File: config.mk
export PLATFORM = sky130hd
export DESIGN_NAME = overcurrent_hiccup_sequencer
export DESIGN_NICKNAME = d
export VERILOG_FILES = /design/src/hdl/pin_sync3.v /design/src/hdl/overcurrent_hiccup_sequencer.v
export VERILOG_INCLUDE_DIRS = /design/src /design/src/hdl
export SDC_FILE = /design/constraint.sdc
export NUM_CORES = 1
export LEC_CHECK = 0
export BUFFER_PORTS_ARGS = -buffer_cell sky130_fd_sc_hd__buf_2
export CAP_MARGIN = 10
export CORE_ASPECT_RATIO = 2
export CORE_MARGIN = 4
export CORE_UTILIZATION = 50
export CTS_BUF_LIST = sky130_fd_sc_hd__clkbuf_8
export DETAILED_ROUTE_END_ITERATION = 10
export GPL_TIMING_DRIVEN = 0
export PLACE_DENSITY = 0.71
export SETUP_SLACK_MARGIN = 0.3
export SLEW_MARGIN = 5
export SYNTH_ARGS = -nofsm -noshare
export SYNTH_HDL_FRONTEND = slang
export SYNTH_SLANG_ARGS = --single-unit
File: constraint.sdc
create_clock -name clk -period 2.6 [get_ports clk]
set_clock_uncertainty 0.1 [all_clocks]
set_input_delay 0.39 -clock clk [delete_from_list [all_inputs] [get_ports clk]]
set_output_delay 0.39 -clock clk [all_outputs]
set_load 0.02 [all_outputs]
File: src/hdl/oc_hiccup_map.vh
// Purpose: Constants for the over-current hiccup sequencer
// Assumes: 200 MHz system clock, phase clock arrives as a one-cycle enable
// Notes:   Counts are in phase clock pulses
//
// Contract
// - Watch over-current flag; trip starts shutdown
// - Shutdown tristates all PWM, drops power good
// - Hold shutdown for 2048 phase clocks, retry
// - Over-current during soft-start restarts the wait
// - Hiccup repeats at most seven times, counted
// - Eighth attempt failing latches off, no restart
// - Latch clears only on enable low or POR
// - Successful soft-start: run, power good, clear count
// - Blank over-current while voltage code changes
// - Soft-start timed by eleven-bit phase clock counter
`ifndef OC_HICCUP_MAP_VH
`define OC_HICCUP_MAP_VH

`define PHASE_CNT_W     11
`define WAIT_CYCLES     11'h7_FF
`define SS_LAST         11'h7_FF
`define ATTEMPT_W       3
`define MAX_RETRIES     3'h7
`define NUM_PHASES      4

`endif

File: src/hdl/pin_sync3.v
// Purpose: Three-stage synchroniser with agreement filter for one pin
// Assumes: Pin is asynchronous to clk
// Notes:   Output changes once stages two and three agree
`timescale 1ns/1ps
module pin_sync3 (
  input  wire clk,
  input  wire reset,
  input  wire pinIn,
  output reg  pinOut
);
  reg s1_ff;
  reg s2_ff;
  reg s3_ff;

  always @(posedge clk or posedge reset) begin
    if (reset) begin
      s1_ff  <= 1'b0;
      s2_ff  <= 1'b0;
      s3_ff  <= 1'b0;
      pinOut <= 1'b0;
    end else begin
      s1_ff <= pinIn;
      s2_ff <= s1_ff;
      s3_ff <= s2_ff;
      if (s2_ff == s3_ff) begin
        pinOut <= s3_ff;
      end
    end
  end
endmodule

File: src/hdl/overcurrent_hiccup_sequencer.v
// Purpose: Over-current hiccup sequencer with latch-off for a multi-phase buck
// Assumes: phaseTick is a one-cycle enable, one per phase clock pulse
// Notes:   Analog comparator outputs are synchronised; control inputs are not
//          A trip in run counts as a failed attempt; only a full soft-start
//          span or a loss of enable or POR clears the count
`timescale 1ns/1ps
`include "oc_hiccup_map.vh"
module overcurrent_hiccup_sequencer (
  input  wire                     clk,
  input  wire                     reset,
  input  wire                     phaseTick,
  input  wire                     overCurrent,
  input  wire                     enableOk,
  input  wire                     porOk,
  input  wire                     voltageCodeChanging,
  input  wire [`NUM_PHASES-1:0]   pwmIn,
  output wire [`NUM_PHASES-1:0]   pwmOut,
  output wire [`NUM_PHASES-1:0]   pwmOe,
  output wire                     powerGoodOut,
  output wire                     powerGoodOe,
  output wire [1:0]               seqState,
  output wire                     latchedOff,
  output wire [`ATTEMPT_W-1:0]    failCount
);
  // ---------------------------------------------------------------
  // States
  // ---------------------------------------------------------------
  localparam [1:0] ST_OFF  = 2'b00;
  localparam [1:0] ST_WAIT = 2'b01;
  localparam [1:0] ST_SS   = 2'b10;
  localparam [1:0] ST_RUN  = 2'b11;

  wire ocSync;
  wire enSync;
  wire porSync;

  // ---------------------------------------------------------------
  // Decode helpers
  // ---------------------------------------------------------------
  // PWM pins are driven only while a soft-start or normal run is live
  function isDriving;
    input [1:0] st;
    begin
      isDriving = (st == ST_SS) | (st == ST_RUN);
    end
  endfunction

  // Power good is released only once a soft-start has run its full span
  function isRunning;
    input [1:0] st;
    begin
      isRunning = (st == ST_RUN);
    end
  endfunction

  // ---------------------------------------------------------------
  // Input synchronisers
  // ---------------------------------------------------------------
  // The comparators and monitors are analog and free-running, so each
  // passes three flops; the agreement filter costs up to four cycles
  // of trip latency, which is small against one phase clock period
  pin_sync3 u_syncOc (
    .clk    (clk),
    .reset  (reset),
    .pinIn  (overCurrent),
    .pinOut (ocSync)
  );

  pin_sync3 u_syncEn (
    .clk    (clk),
    .reset  (reset),
    .pinIn  (enableOk),
    .pinOut (enSync)
  );

  pin_sync3 u_syncPor (
    .clk    (clk),
    .reset  (reset),
    .pinIn  (porOk),
    .pinOut (porSync)
  );

  // ---------------------------------------------------------------
  // Registers
  // ---------------------------------------------------------------
  reg [1:0]              state_ff;
  reg [1:0]              nxt_state;
  reg [`PHASE_CNT_W-1:0] cnt_ff;
  reg [`PHASE_CNT_W-1:0] nxt_cnt;
  reg [`ATTEMPT_W-1:0]   fails_ff;
  reg [`ATTEMPT_W-1:0]   nxt_fails;
  reg                    latch_ff;
  reg                    nxt_latch;
  reg                    power_good_flag_ff;
  reg                    drive_ff;
  reg [`NUM_PHASES-1:0]  pwm_ff;

  // ---------------------------------------------------------------
  // Trip detection
  // ---------------------------------------------------------------
  // Blanked during a code change so the capacitor charging current cannot trip
  wire ocTrip  = ocSync & ~voltageCodeChanging;
  wire enabled = enSync & porSync;

  // ---------------------------------------------------------------
  // Sequencer
  // ---------------------------------------------------------------
  always @* begin
    nxt_state = state_ff;
    nxt_cnt   = cnt_ff;
    nxt_fails = fails_ff;
    nxt_latch = latch_ff;
    if (!enabled) begin
      // Only enable or supply loss clears the latch-off
      nxt_state = ST_OFF;
      nxt_cnt   = {`PHASE_CNT_W{1'b0}};
      nxt_fails = {`ATTEMPT_W{1'b0}};
      nxt_latch = 1'b0;
    end else begin
      case (state_ff)
        ST_OFF: begin
          // Power-up goes straight to soft-start; once latched, only a
          // disable (handled above) gets the sequencer out of here
          if (!latch_ff) begin
            nxt_state = ST_SS;
            nxt_cnt   = {`PHASE_CNT_W{1'b0}};
          end
        end
        ST_WAIT: begin
          // Shutdown held for the full phase-clock count
          if (phaseTick) begin
            nxt_cnt = cnt_ff + 1'b1;
            if (cnt_ff == `WAIT_CYCLES) begin
              nxt_state = ST_SS;
              nxt_cnt   = {`PHASE_CNT_W{1'b0}};
            end
          end
        end
        ST_SS: begin
          if (ocTrip) begin
            // Eighth failed attempt latches off until a disable or supply loss
            if (fails_ff == `MAX_RETRIES) begin
              nxt_state = ST_OFF;
              nxt_latch = 1'b1;
            end else begin
              nxt_state = ST_WAIT;
              nxt_fails = fails_ff + 1'b1;
              nxt_cnt   = {`PHASE_CNT_W{1'b0}};
            end
          end else if (phaseTick) begin
            nxt_cnt = cnt_ff + 1'b1;
            if (cnt_ff == `SS_LAST) begin
              nxt_state = ST_RUN;
              nxt_fails = {`ATTEMPT_W{1'b0}};
              nxt_cnt   = {`PHASE_CNT_W{1'b0}};
            end
          end
        end
        default: begin
          // Normal run: any unblanked trip starts a hiccup wait
          if (ocTrip) begin
            nxt_state = ST_WAIT;
            nxt_fails = fails_ff + 1'b1;
            nxt_cnt   = {`PHASE_CNT_W{1'b0}};
          end
        end
      endcase
    end
  end

  always @(posedge clk or posedge reset) begin
    if (reset) begin
      state_ff <= ST_OFF;
      cnt_ff   <= {`PHASE_CNT_W{1'b0}};
      fails_ff <= {`ATTEMPT_W{1'b0}};
      latch_ff <= 1'b0;
    end else begin
      state_ff <= nxt_state;
      cnt_ff   <= nxt_cnt;
      fails_ff <= nxt_fails;
      latch_ff <= nxt_latch;
    end
  end

  // ---------------------------------------------------------------
  // Output registers
  // ---------------------------------------------------------------
  // Enables are decoded from the next state so pins switch on the same
  // edge as the state, with no extra cycle of drive after a trip
  always @(posedge clk or posedge reset) begin
    if (reset) begin
      power_good_flag_ff <= 1'b0;
      drive_ff <= 1'b0;
      pwm_ff   <= {`NUM_PHASES{1'b0}};
    end else begin
      power_good_flag_ff <= isRunning(nxt_state);
      drive_ff <= isDriving(nxt_state);
      pwm_ff   <= pwmIn;
    end
  end

  // ---------------------------------------------------------------
  // Pin drive
  // ---------------------------------------------------------------
  // PWM data is registered once and otherwise untouched; only its
  // enable is sequenced, which costs one cycle of pulse delay
  genvar i;
  generate
    for (i = 0; i < `NUM_PHASES; i = i + 1) begin : g_phase
      assign pwmOut[i] = pwm_ff[i];
      assign pwmOe[i]  = drive_ff;
    end
  endgenerate

  // Open-drain: drive low whenever power is not good
  assign powerGoodOut = 1'b0;
  assign powerGoodOe  = ~power_good_flag_ff;
  assign seqState     = state_ff;
  assign latchedOff   = latch_ff;
  assign failCount    = fails_ff;
endmodule

# Word level (Yosys, flattened, before mapping)
# Index checks and enable logic that the tools add are counted.
[word_totals]
output_inout_bits = 16
rom_bits = 0
regBits = 35
memories = 0
latchBits = 0
mem_bits_rw = 0
[op_classes]
eq_ne = 19
n_shift = 0
n_mux = 29
bitwise_logic = 5
reduce_logical = 5
n_lt_le_gt_ge = 0
n_addsub = 2
multipliers = 0
div_mod_pow = 0
[op_table]
columns = ["cell", "n"]
rows = [
  ["$mux W11", 7],
  ["$pmux W11 S3", 1],
  ["$mux W3", 6],
  ["$mux W2", 8],
  ["$add A11 B1 Y11 const B", 1],
  ["$eq A11 B11 Y1 const B", 1],
  ["$eq A2 B2 Y1 const B", 3],
  ["$ne A3 B2 Y1 const B", 2],
  ["$ne A3 B3 Y1 const B", 2],
  ["$pmux W2 S3", 1],
  ["$pmux W3 S2", 1],
  ["$reduce_and A3 Y1", 2],
  ["$mux W1", 5],
  ["$ne A5 B2 Y1 const B", 1],
  ["$reduce_and A5 Y1", 1],
  ["$ne A2 B1 Y1 const B", 2],
  ["$ne A2 B2 Y1 const B", 2],
  ["$ne A4 B4 Y1 const B", 1],
  ["$add A3 B1 Y3 const B", 1],
  ["$eq A1 B1 Y1", 3],
  ["$eq A3 B3 Y1 const B", 1],
  ["$and A1 B1 Y1", 2],
  ["$eq A2 B1 Y1 const B", 1],
  ["$logic_not A2 Y1", 1],
  ["3 further kinds", 4],
]

# Logic depth before layout (Yosys ltp)
# Gate-level depths: netlist (run 1).
[depth]
depth_word = 8
mapped_depth = 7
depth_no_buf = 7

# Hierarchy
# From an unflattened synthesis (run 1), not the netlist that was laid out.
[unflattened]
cells_unflattened = 151
hier_area_um2 = 1686.6
[modules_own_cells]
columns = ["module", "cells_per_inst", "area_per_inst_um2", "instances"]
rows = [
  ["overcurrent_hiccup_sequencer", 133, 1341.3, 1],
  ["pin_sync3", 6, 115.1, 3],
]

# Worst setup path after synthesis (run 1)
# No wires, ideal clock.
[synth_path]
path_kind = "reg2reg"
from = "register state_ff[0], in the netlist seqState[0]"
to = "register cnt_ff[4]"
synth_period_minus_slack_ps = 2302
n_path_buf = 0
required_time_ps = 2418
stages_incl_launch_ff = 8
setup_time_ps = 82
path_slack_ps = 298
t_arrival_ps = 2121
cell_sequence = "dfrtp_1 inv_1 ha_1 nand4b_1 o311ai_4 or2_4 or4_1 a31oi_1"
[synth_via]
elab_chain_len = 3
[synth_lines]
columns = ["item", "line", "source"]
rows = [
  ["start, declared", "overcurrent_hiccup_sequencer.v:86", "reg [1:0] state_ff;"],
  ["start signal, assigned", "overcurrent_hiccup_sequencer.v:178", "state_ff <= nxt_state;"],
  ["$eq A2 B2 Y1, or another cell as far along", "overcurrent_hiccup_sequencer.v:120", "case (state_ff)"],
  ["$ne A5 B2 Y1 (no source line), or another cell as far along", "n/a", ""],
  ["$reduce_and A3 Y1 (no source line) / $mux W11 (equally long branches)", "n/a", ""],
  ["end signal, assigned", "overcurrent_hiccup_sequencer.v:174", "cnt_ff <= {`PHASE_CNT_W{1'b0}};"],
  ["end signal, assigned", "overcurrent_hiccup_sequencer.v:179", "cnt_ff <= nxt_cnt;"],
  ["end, declared", "overcurrent_hiccup_sequencer.v:88", "reg [`PHASE_CNT_W-1:0] cnt_ff;"],
]
# Several ways; a longest one is shown, not always the timed one.
# A chain may end at the register's enable or synchronous reset.

# Worst setup path after layout (run 1)
[layout_path]
from = "register fails_ff[0], in the netlist failCount[0]"
to = "register cnt_ff[4]"
[layout_via]
elab_chain_len = 3
[layout_lines]
columns = ["item", "line", "source"]
rows = [
  ["start, declared", "overcurrent_hiccup_sequencer.v:90", "reg [`ATTEMPT_W-1:0] fails_ff;"],
  ["start signal, assigned", "overcurrent_hiccup_sequencer.v:175", "fails_ff <= {`ATTEMPT_W{1'b0}};"],
  ["start signal, assigned", "overcurrent_hiccup_sequencer.v:180", "fails_ff <= nxt_fails;"],
  ["$eq A3 B3 Y1 (no source line)", "n/a", ""],
  ["$ne A4 B4 Y1 (no source line)", "n/a", ""],
  ["$reduce_and A3 Y1 (no source line)", "n/a", ""],
]
# Every way passes these cells.

==> results of run 1 <==
==> per-layer routing <==
metal / share of wire (%) / global-route usage [%]
met1: 35 / 18.9
met2: 57 / 33.7
met3: 4.7 / 5.09
met4: 4.1 / 13.4
met5: 0 / 0
==> cells in the mapped netlist, drive strengths merged (2+ instances only) <==
| library cell | instances | area share [%] |
|---|---|---|
| dfrtp | 35 | 50 |
| nand2 | 19 | 4.3 |
| nor2 | 13 | 2.8 |
| nand3 | 10 | 2.9 |
| a21oi | 9 | 2.6 |
| ha | 7 | 5.0 |
| nand4 | 7 | 2.9 |
| buf | 6 | 2.8 |
| inv | 6 | 1.3 |
| a31oi | 5 | 1.8 |
| a2111oi | 4 | 2.4 |
| o21ai | 4 | 1.2 |
| or3 | 4 | 1.6 |
| a221o | 3 | 1.7 |
| maj3 | 3 | 1.7 |
| or4 | 3 | 1.3 |
| a21boi | 2 | 0.86 |
| and3 | 2 | 0.72 |
| clkbuf | 2 | 0.50 |
| nor3 | 2 | 1.2 |
| nor4b | 2 | 1.4 |
| or2 | 2 | 0.86 |
==> sequential cells by signal, indices dropped and copies added, names as in the netlist, 2 cells and up <==
| register | cells |
|---|---|
| seqState | 2 |
| pwmOut | 4 |
| cnt_ff | 11 |
| failCount | 3 |
==> cell families after synthesis <==
family,share of synthesized area (%)
muxes,0.648
other,0.216
adders and majority gates,6.77
and+or+nand+nor,22.6
AOI/OAI and AO/OA,14.8
DFF,50.4
buffers and inverters,4.61
==> power breakdown <==
| group | internal (uW) | leakage [uW] | switching (uW) |
|---|---|---|---|
| combinational | 82.8 | 0.000433 | 107 |
| sequential | 564 | 0.000447 | 14.2 |
| clock | 290 | 0.0000587 | 208 |
| total | 937 | 0.000939 | 329 |
==> cells in the final DEF, fill, tap and decap left out, types with 4 or more instances in the layout <==
cell type / netlist / final
nand3_1: 10 / 10
buf_2: 0 / 24
nand4_1: 6 / 6
inv_1: 6 / 4
nor2_1: 13 / 12
a21oi_1: 9 / 9
o21ai_0: 4 / 4
clkbuf_8: 0 / 5
buf_4: 5 / 12
dfrtp_1: 35 / 33
nand2_1: 18 / 18
a31oi_1: 5 / 5
==> stage by stage <==
stage / worst slack, ns / hold WS (ns) / util, % / area, um^2
after floorplan: 0.325 / 0.231 / - / 1740
after global placement: 0.226 / 0.235 / 56.2 / 1900
after detailed placement: 0.112 / 0.241 / 57.0 / 1930
after CTS: 0.316 / 0.0858 / 61.6 / 2080
after global routing: 0.286 / 0.0816 / 63.4 / 2140
final: 0.354 / 0.0926 / 63.4 / 2140
==> worst max-delay path: stages, from the launching register on <==
cell      delay [ns]
dfrtp_1         0.40
ha_2            0.19
ha_2            0.18
nand4b_1        0.20
o311ai_4        0.15
or2_4           0.28
or4_1           0.47
a31oi_1         0.20
==> timing repair <==
action	CTS	global route
cloned	0	0
endpoints found under the setup margin	8	10
pin swaps	2	4
endpoints found under the hold margin	0	0
hold buffers	0	0
buffers inserted	4	3
resized for setup	2	11
==> final timing paths <==
kind	cells after the start	endpoint	start	slack (ns)
worst max-delay path	7	cnt_ff[4]$_DFFE_PP0P_	failCount[0]$_DFFE_PP0P_	0.35
worst min-delay path	2	pwmOut[2]$_DFF_PP0_	reset	0.09
worst max register to register	7	cnt_ff[4]$_DFFE_PP0P_	failCount[0]$_DFFE_PP0P_	0.35
worst min register to register	0	u_syncPor.s2_ff$_DFF_PP0_	u_syncPor.s1_ff$_DFF_PP0_	0.26
max in group asynchronous	3	pwmOut[0]$_DFF_PP0_	reset	1.77
min in group clk	1	u_syncOc.s1_ff$_DFF_PP0_	overCurrent	0.10
==> layout make-up <==
cell class              instances  area (um^2)  area share, %
clock inverters                 3         47.5           2.22
multi-input cells             115          826           38.6
clock buffers                   5         68.8           3.21
plain buffers                   8         57.6           2.69
well taps                      32         40.0           1.87
inverters                       6         22.5           1.05
flip-flops and latches         35          878           41.0
repair buffers                 32          200           9.35
==> out/summary.txt, run 1 <==
Average cell area after synthesis = 10.6 um^2
Number of synthesized flops with an enable pin = 0
Number of global-route vias before repair = 1506
Fill cell count = 286
I/O pin total = 27
Layout cell share with drive strength beyond 1 = 34.8%
Library cells used by synthesis = 45
CP Max Fanout = 6
Overall Global Routing Usage = 19.3%
Setup violators final = 0
Die width = 49.7 um
Initial DRC count = 64
Critical path class = flip-flop to flip-flop
Core area = 3380 um^2
Outcome = finished clean
Worst path required time = 2.71 ns
Design Power = 1270 uW
DR DRC count = 0
DP HPWL = 2.84 mm
Via-per-instance ratio = 6.11
Startpoint Class = flip-flop
RSZ-0062 raised after global routing = yes
Post-route antenna net violation count = 0
Cells after Synth = 164
Global-route wire length before repair = 6.66 mm
Routed WL per cell = 16.7 um
Placed insts = 221
Crit path time final = 2.25 ns
Routability congestion estimate from global placement = 0.812
Inserted Diodes = 0
VDD IR max = 0.000529 V
WL final = 3.95 mm
Setup TNS = 0 ns
Fin. max-slew vios = 0
CTS Root Cell = clkbuf_8
Final net count = 221
Fmax = 445 MHz
Max cap viols = 0
Sequential share of the synthesized area = 50.4%
Die Span Y = 91.3 um
# H-tree levels = 2
Dominant synthesized flop cell = dfrtp_1
LEAKAGE = 0.000939 uW
Die area = 4540 um^2
Fin crit share = 86.4%
Worst Hold Class = input pin to async pin
Via count = 1443
Flop and latch count out of synthesis = 35
Ys Warns = 0
Crit path DAT = 2.35 ns
Synthesized cell area = 1740 um^2
Pwr/cell area = 592 nW/um^2
Clk_lat worst skew = 0.29 ns
Post-synth ARST share = 100%
Total grt overflow = 0
Worst Tran Pin Value = 0.732 ns
Iteration count of the initial detailed-routing pass = 6
PortBufs = 24
CTS tree = yes
Critical path endpoint category = flip-flop
Syn_nets = 182
Clk slew on worst S/H paths = 0.08 ns
Num Clock Sinks = 35
Largest net degree at the start of global routing = 19
Core Rows = 30
Worst slew margin = 49.9%
Final-report hold violation count = 0
Final std cells w/o fill = 236
CTS buffer count = 5
Initial antenna violation count = 0
Layout Area Growth over Synthesis = 23.3%
Maximum buffer depth of the clock tree = 2
Initial Util = 51.4%
Note: power is estimated with default switching activity, not from simulation.
==> run 2, diff against run 1 <==
==> constraint.sdc (replaced) <==
create_clock -name clk -period 2.8 [get_ports clk]
set_clock_uncertainty 0.1 [all_clocks]
set_input_delay 0.42 -clock clk [delete_from_list [all_inputs] [get_ports clk]]
set_output_delay 0.42 -clock clk [all_outputs]
set_load 0.02 [all_outputs]
==> out/summary.txt, run 2 (same netlist as run 1, synthesis figures left out) <==
Routed WL per cell = 16.0 um (-4.5%)
Initial antenna violation count = 0 (unchanged)
Total grt overflow = 0 (unchanged)
Worst path required time = 2.91 ns (+0.20 ns)
Max FFs per register = 11 (unchanged)
Layout Area Growth over Synthesis = 18.8%
Die width = 49.7 um (unchanged)
Cts hold-fix bufs = 0 (unchanged)
R2r setup slk = 0.46 ns (+0.10 ns)
CTS buffer count = 5 (unchanged)
Met3 global-route usage = 3.28% (-1.8 points)
Layout cell share with drive strength beyond 1 = 29.9% (-5.0 points)
Num Clock Sinks = 35 (unchanged)
CTS Root Cell = clkbuf_8
Crit path time final = 2.34 ns (+0.0965 ns)
Critical path class = flip-flop to flip-flop
CP Max Fanout = 8 (+2)
Worst slew margin = 45.8% (-4.1 points)
Final-report hold violation count = 0 (unchanged)
Critical path endpoint category = flip-flop
Placed Area = 1920 um^2 (about the same)
Design Power = 1090 uW (-14%)
WL final = 3.73 mm (-5.7%)
Fmax = 427 MHz (-4.1%)
Core area = 3380 um^2 (unchanged)
Fin crit share = 83.6% (-2.7 points)
Worst r2r dst = cnt_ff[4]$_DFFE_PP0P_
Worst r2r path cells = 7 (unchanged)
Worst Hold Class = input pin to flip-flop
Reg2reg start = seqState[1]$_DFF_PP0_
Met1 Use GR = 19.2% (+0.37 points)
Clk_lat worst skew = 0.30 ns (about the same)
Clk slew on worst S/H paths = 0.08 ns (about the same)
Hold_sp = overCurrent
Post-route antenna net violation count = 0 (unchanged)
Initial DRC count = 40 (-38%)
Via count = 1405 (-2.6%)
Global-route wire length before repair = 6.73 mm (+1.0%)
Die Span Y = 91.3 um (unchanged)
CTS tree = yes
Routability congestion estimate from global placement = 0.892 (+9.8%)
Crit path DAT = 2.45 ns (+0.10 ns)
# H-tree levels = 2 (unchanged)
LEAKAGE = 0.000915 uW (-2.6%)
Commonest cells after routing, fill and taps aside = dfrtp_1, buf_2, nand2_1
DP HPWL = 2.81 mm (-1.1%)
Design area = 2060 um^2 (-3.6%)
Most common cell after layout, fill and taps aside = dfrtp_1
RSZ-0062 raised after global routing = no
DR DRC count = 0 (unchanged)
Setup violators final = 0 (unchanged)
Core Rows = 30 (unchanged)
Startpoint Class = flip-flop
Largest net degree at the start of global routing = 21 (+2)
Post-layout util = 61.1% (-2.3 points)
Pwr/cell area = 528 nW/um^2 (-11%)
Number of global-route vias before repair = 1482 (-1.6%)
Fin. max-slew vios = 0 (unchanged)
Initial Util = 51.4% (unchanged)
Worst Tran Pin Value = 0.812 ns (+0.0800 ns)
GRT busiest layer = met2
VDD IR max = 0.000588 V (+11%)
Final net count = 218 (-1.4%)
Overall Global Routing Usage = 19.1% (-0.22 points)
PortBufs = 24 (unchanged)
Die area = 4540 um^2 (unchanged)
Top reg by flops = cnt_ff
Setup TNS = 0 ns (unchanged)
Maximum buffer depth of the clock tree = 2 (unchanged)
Outcome = finished clean
M2 GR Usage = 34.8% (+1.1 points)
I/O pin total = 27 (unchanged)
Max cap viols = 0 (unchanged)
Via-per-instance ratio = 6.03 (-1.4%)
Cell depth of the worst hold path = 1
Iteration count of the initial detailed-routing pass = 4 (-2)
Fin Hold WS = 0.125 ns (+0.0327 ns)
Hold Path Sink = u_syncOc.s1_ff$_DFF_PP0_
Inserted Diodes = 0 (unchanged)
-- run 2: through the flow --
stage / std cells / setup slack [ns]
4_1_cts: 229 / 0.308
6_report: 233 / 0.458
5_1_grt: 233 / 0.322
3_5_place_dp: 221 / 0.352
2_1_floorplan: 164 / 0.498
3_3_place_gp: 220 / 0.423
-- run 2: report_power, final --
part           switching (uW)  total [uW]  internal (uW)
Combinational            93.9         160           66.2
Clock                     193         394            201
Sequential               12.4         536            524
-- run 2: worst max-delay path by stage --
stage / cells after the start / startpoint / end / slack, ns
after floorplan: 7 / seqState[0]$_DFF_PP0_ / cnt_ff[4]$_DFFE_PP0P_ / 0.50
after global placement: 7 / seqState[0]$_DFF_PP0_ / cnt_ff[7]$_DFFE_PP0P_ / 0.42
after detailed placement: 7 / seqState[0]$_DFF_PP0_ / cnt_ff[5]$_DFFE_PP0P_ / 0.35
after CTS: 7 / seqState[0]$_DFF_PP0_ / cnt_ff[7]$_DFFE_PP0P_ / 0.31
after global routing: 7 / failCount[0]$_DFFE_PP0P_ / cnt_ff[4]$_DFFE_PP0P_ / 0.32
final: 7 / seqState[1]$_DFF_PP0_ / cnt_ff[4]$_DFFE_PP0P_ / 0.46
-- run 2: final cells by class --
cell class                      instances  area [um^2]
Timing Repair Buffer                   29          178
Multi-Input combinational cell        115          790
Fill cell                             302         1320
Clock buffer                            6         82.6
Clock inverter                          2         16.3
Sequential cell                        35          877
Inverter                                6         22.5
Tap cell                               32         40.0
Buffer                                  8         57.6
-- run 2: layer usage --
layer  routed length [um]  share of wire, %
met3                  151               4.1
met5                    0                 0
met4                  117               3.1
met1                 1340                36
met2                 2120                57
-- run 2: critical path: stages (launching register included) --
cell       delay (ns)
dfrtp_1          0.43
inv_1            0.11
ha_2             0.40
nand2_1          0.09
a2bb2oi_2        0.19
or2_4            0.28
or4_1            0.47
a31oi_1          0.18
-- run 2: repair_timing --
| item | in CTS | in global routing |
|---|---|---|
| buffers inserted | 0 | 4 |
| setup endpoints to repair | 0 | 8 |
| gates resized for setup | 0 | 3 |
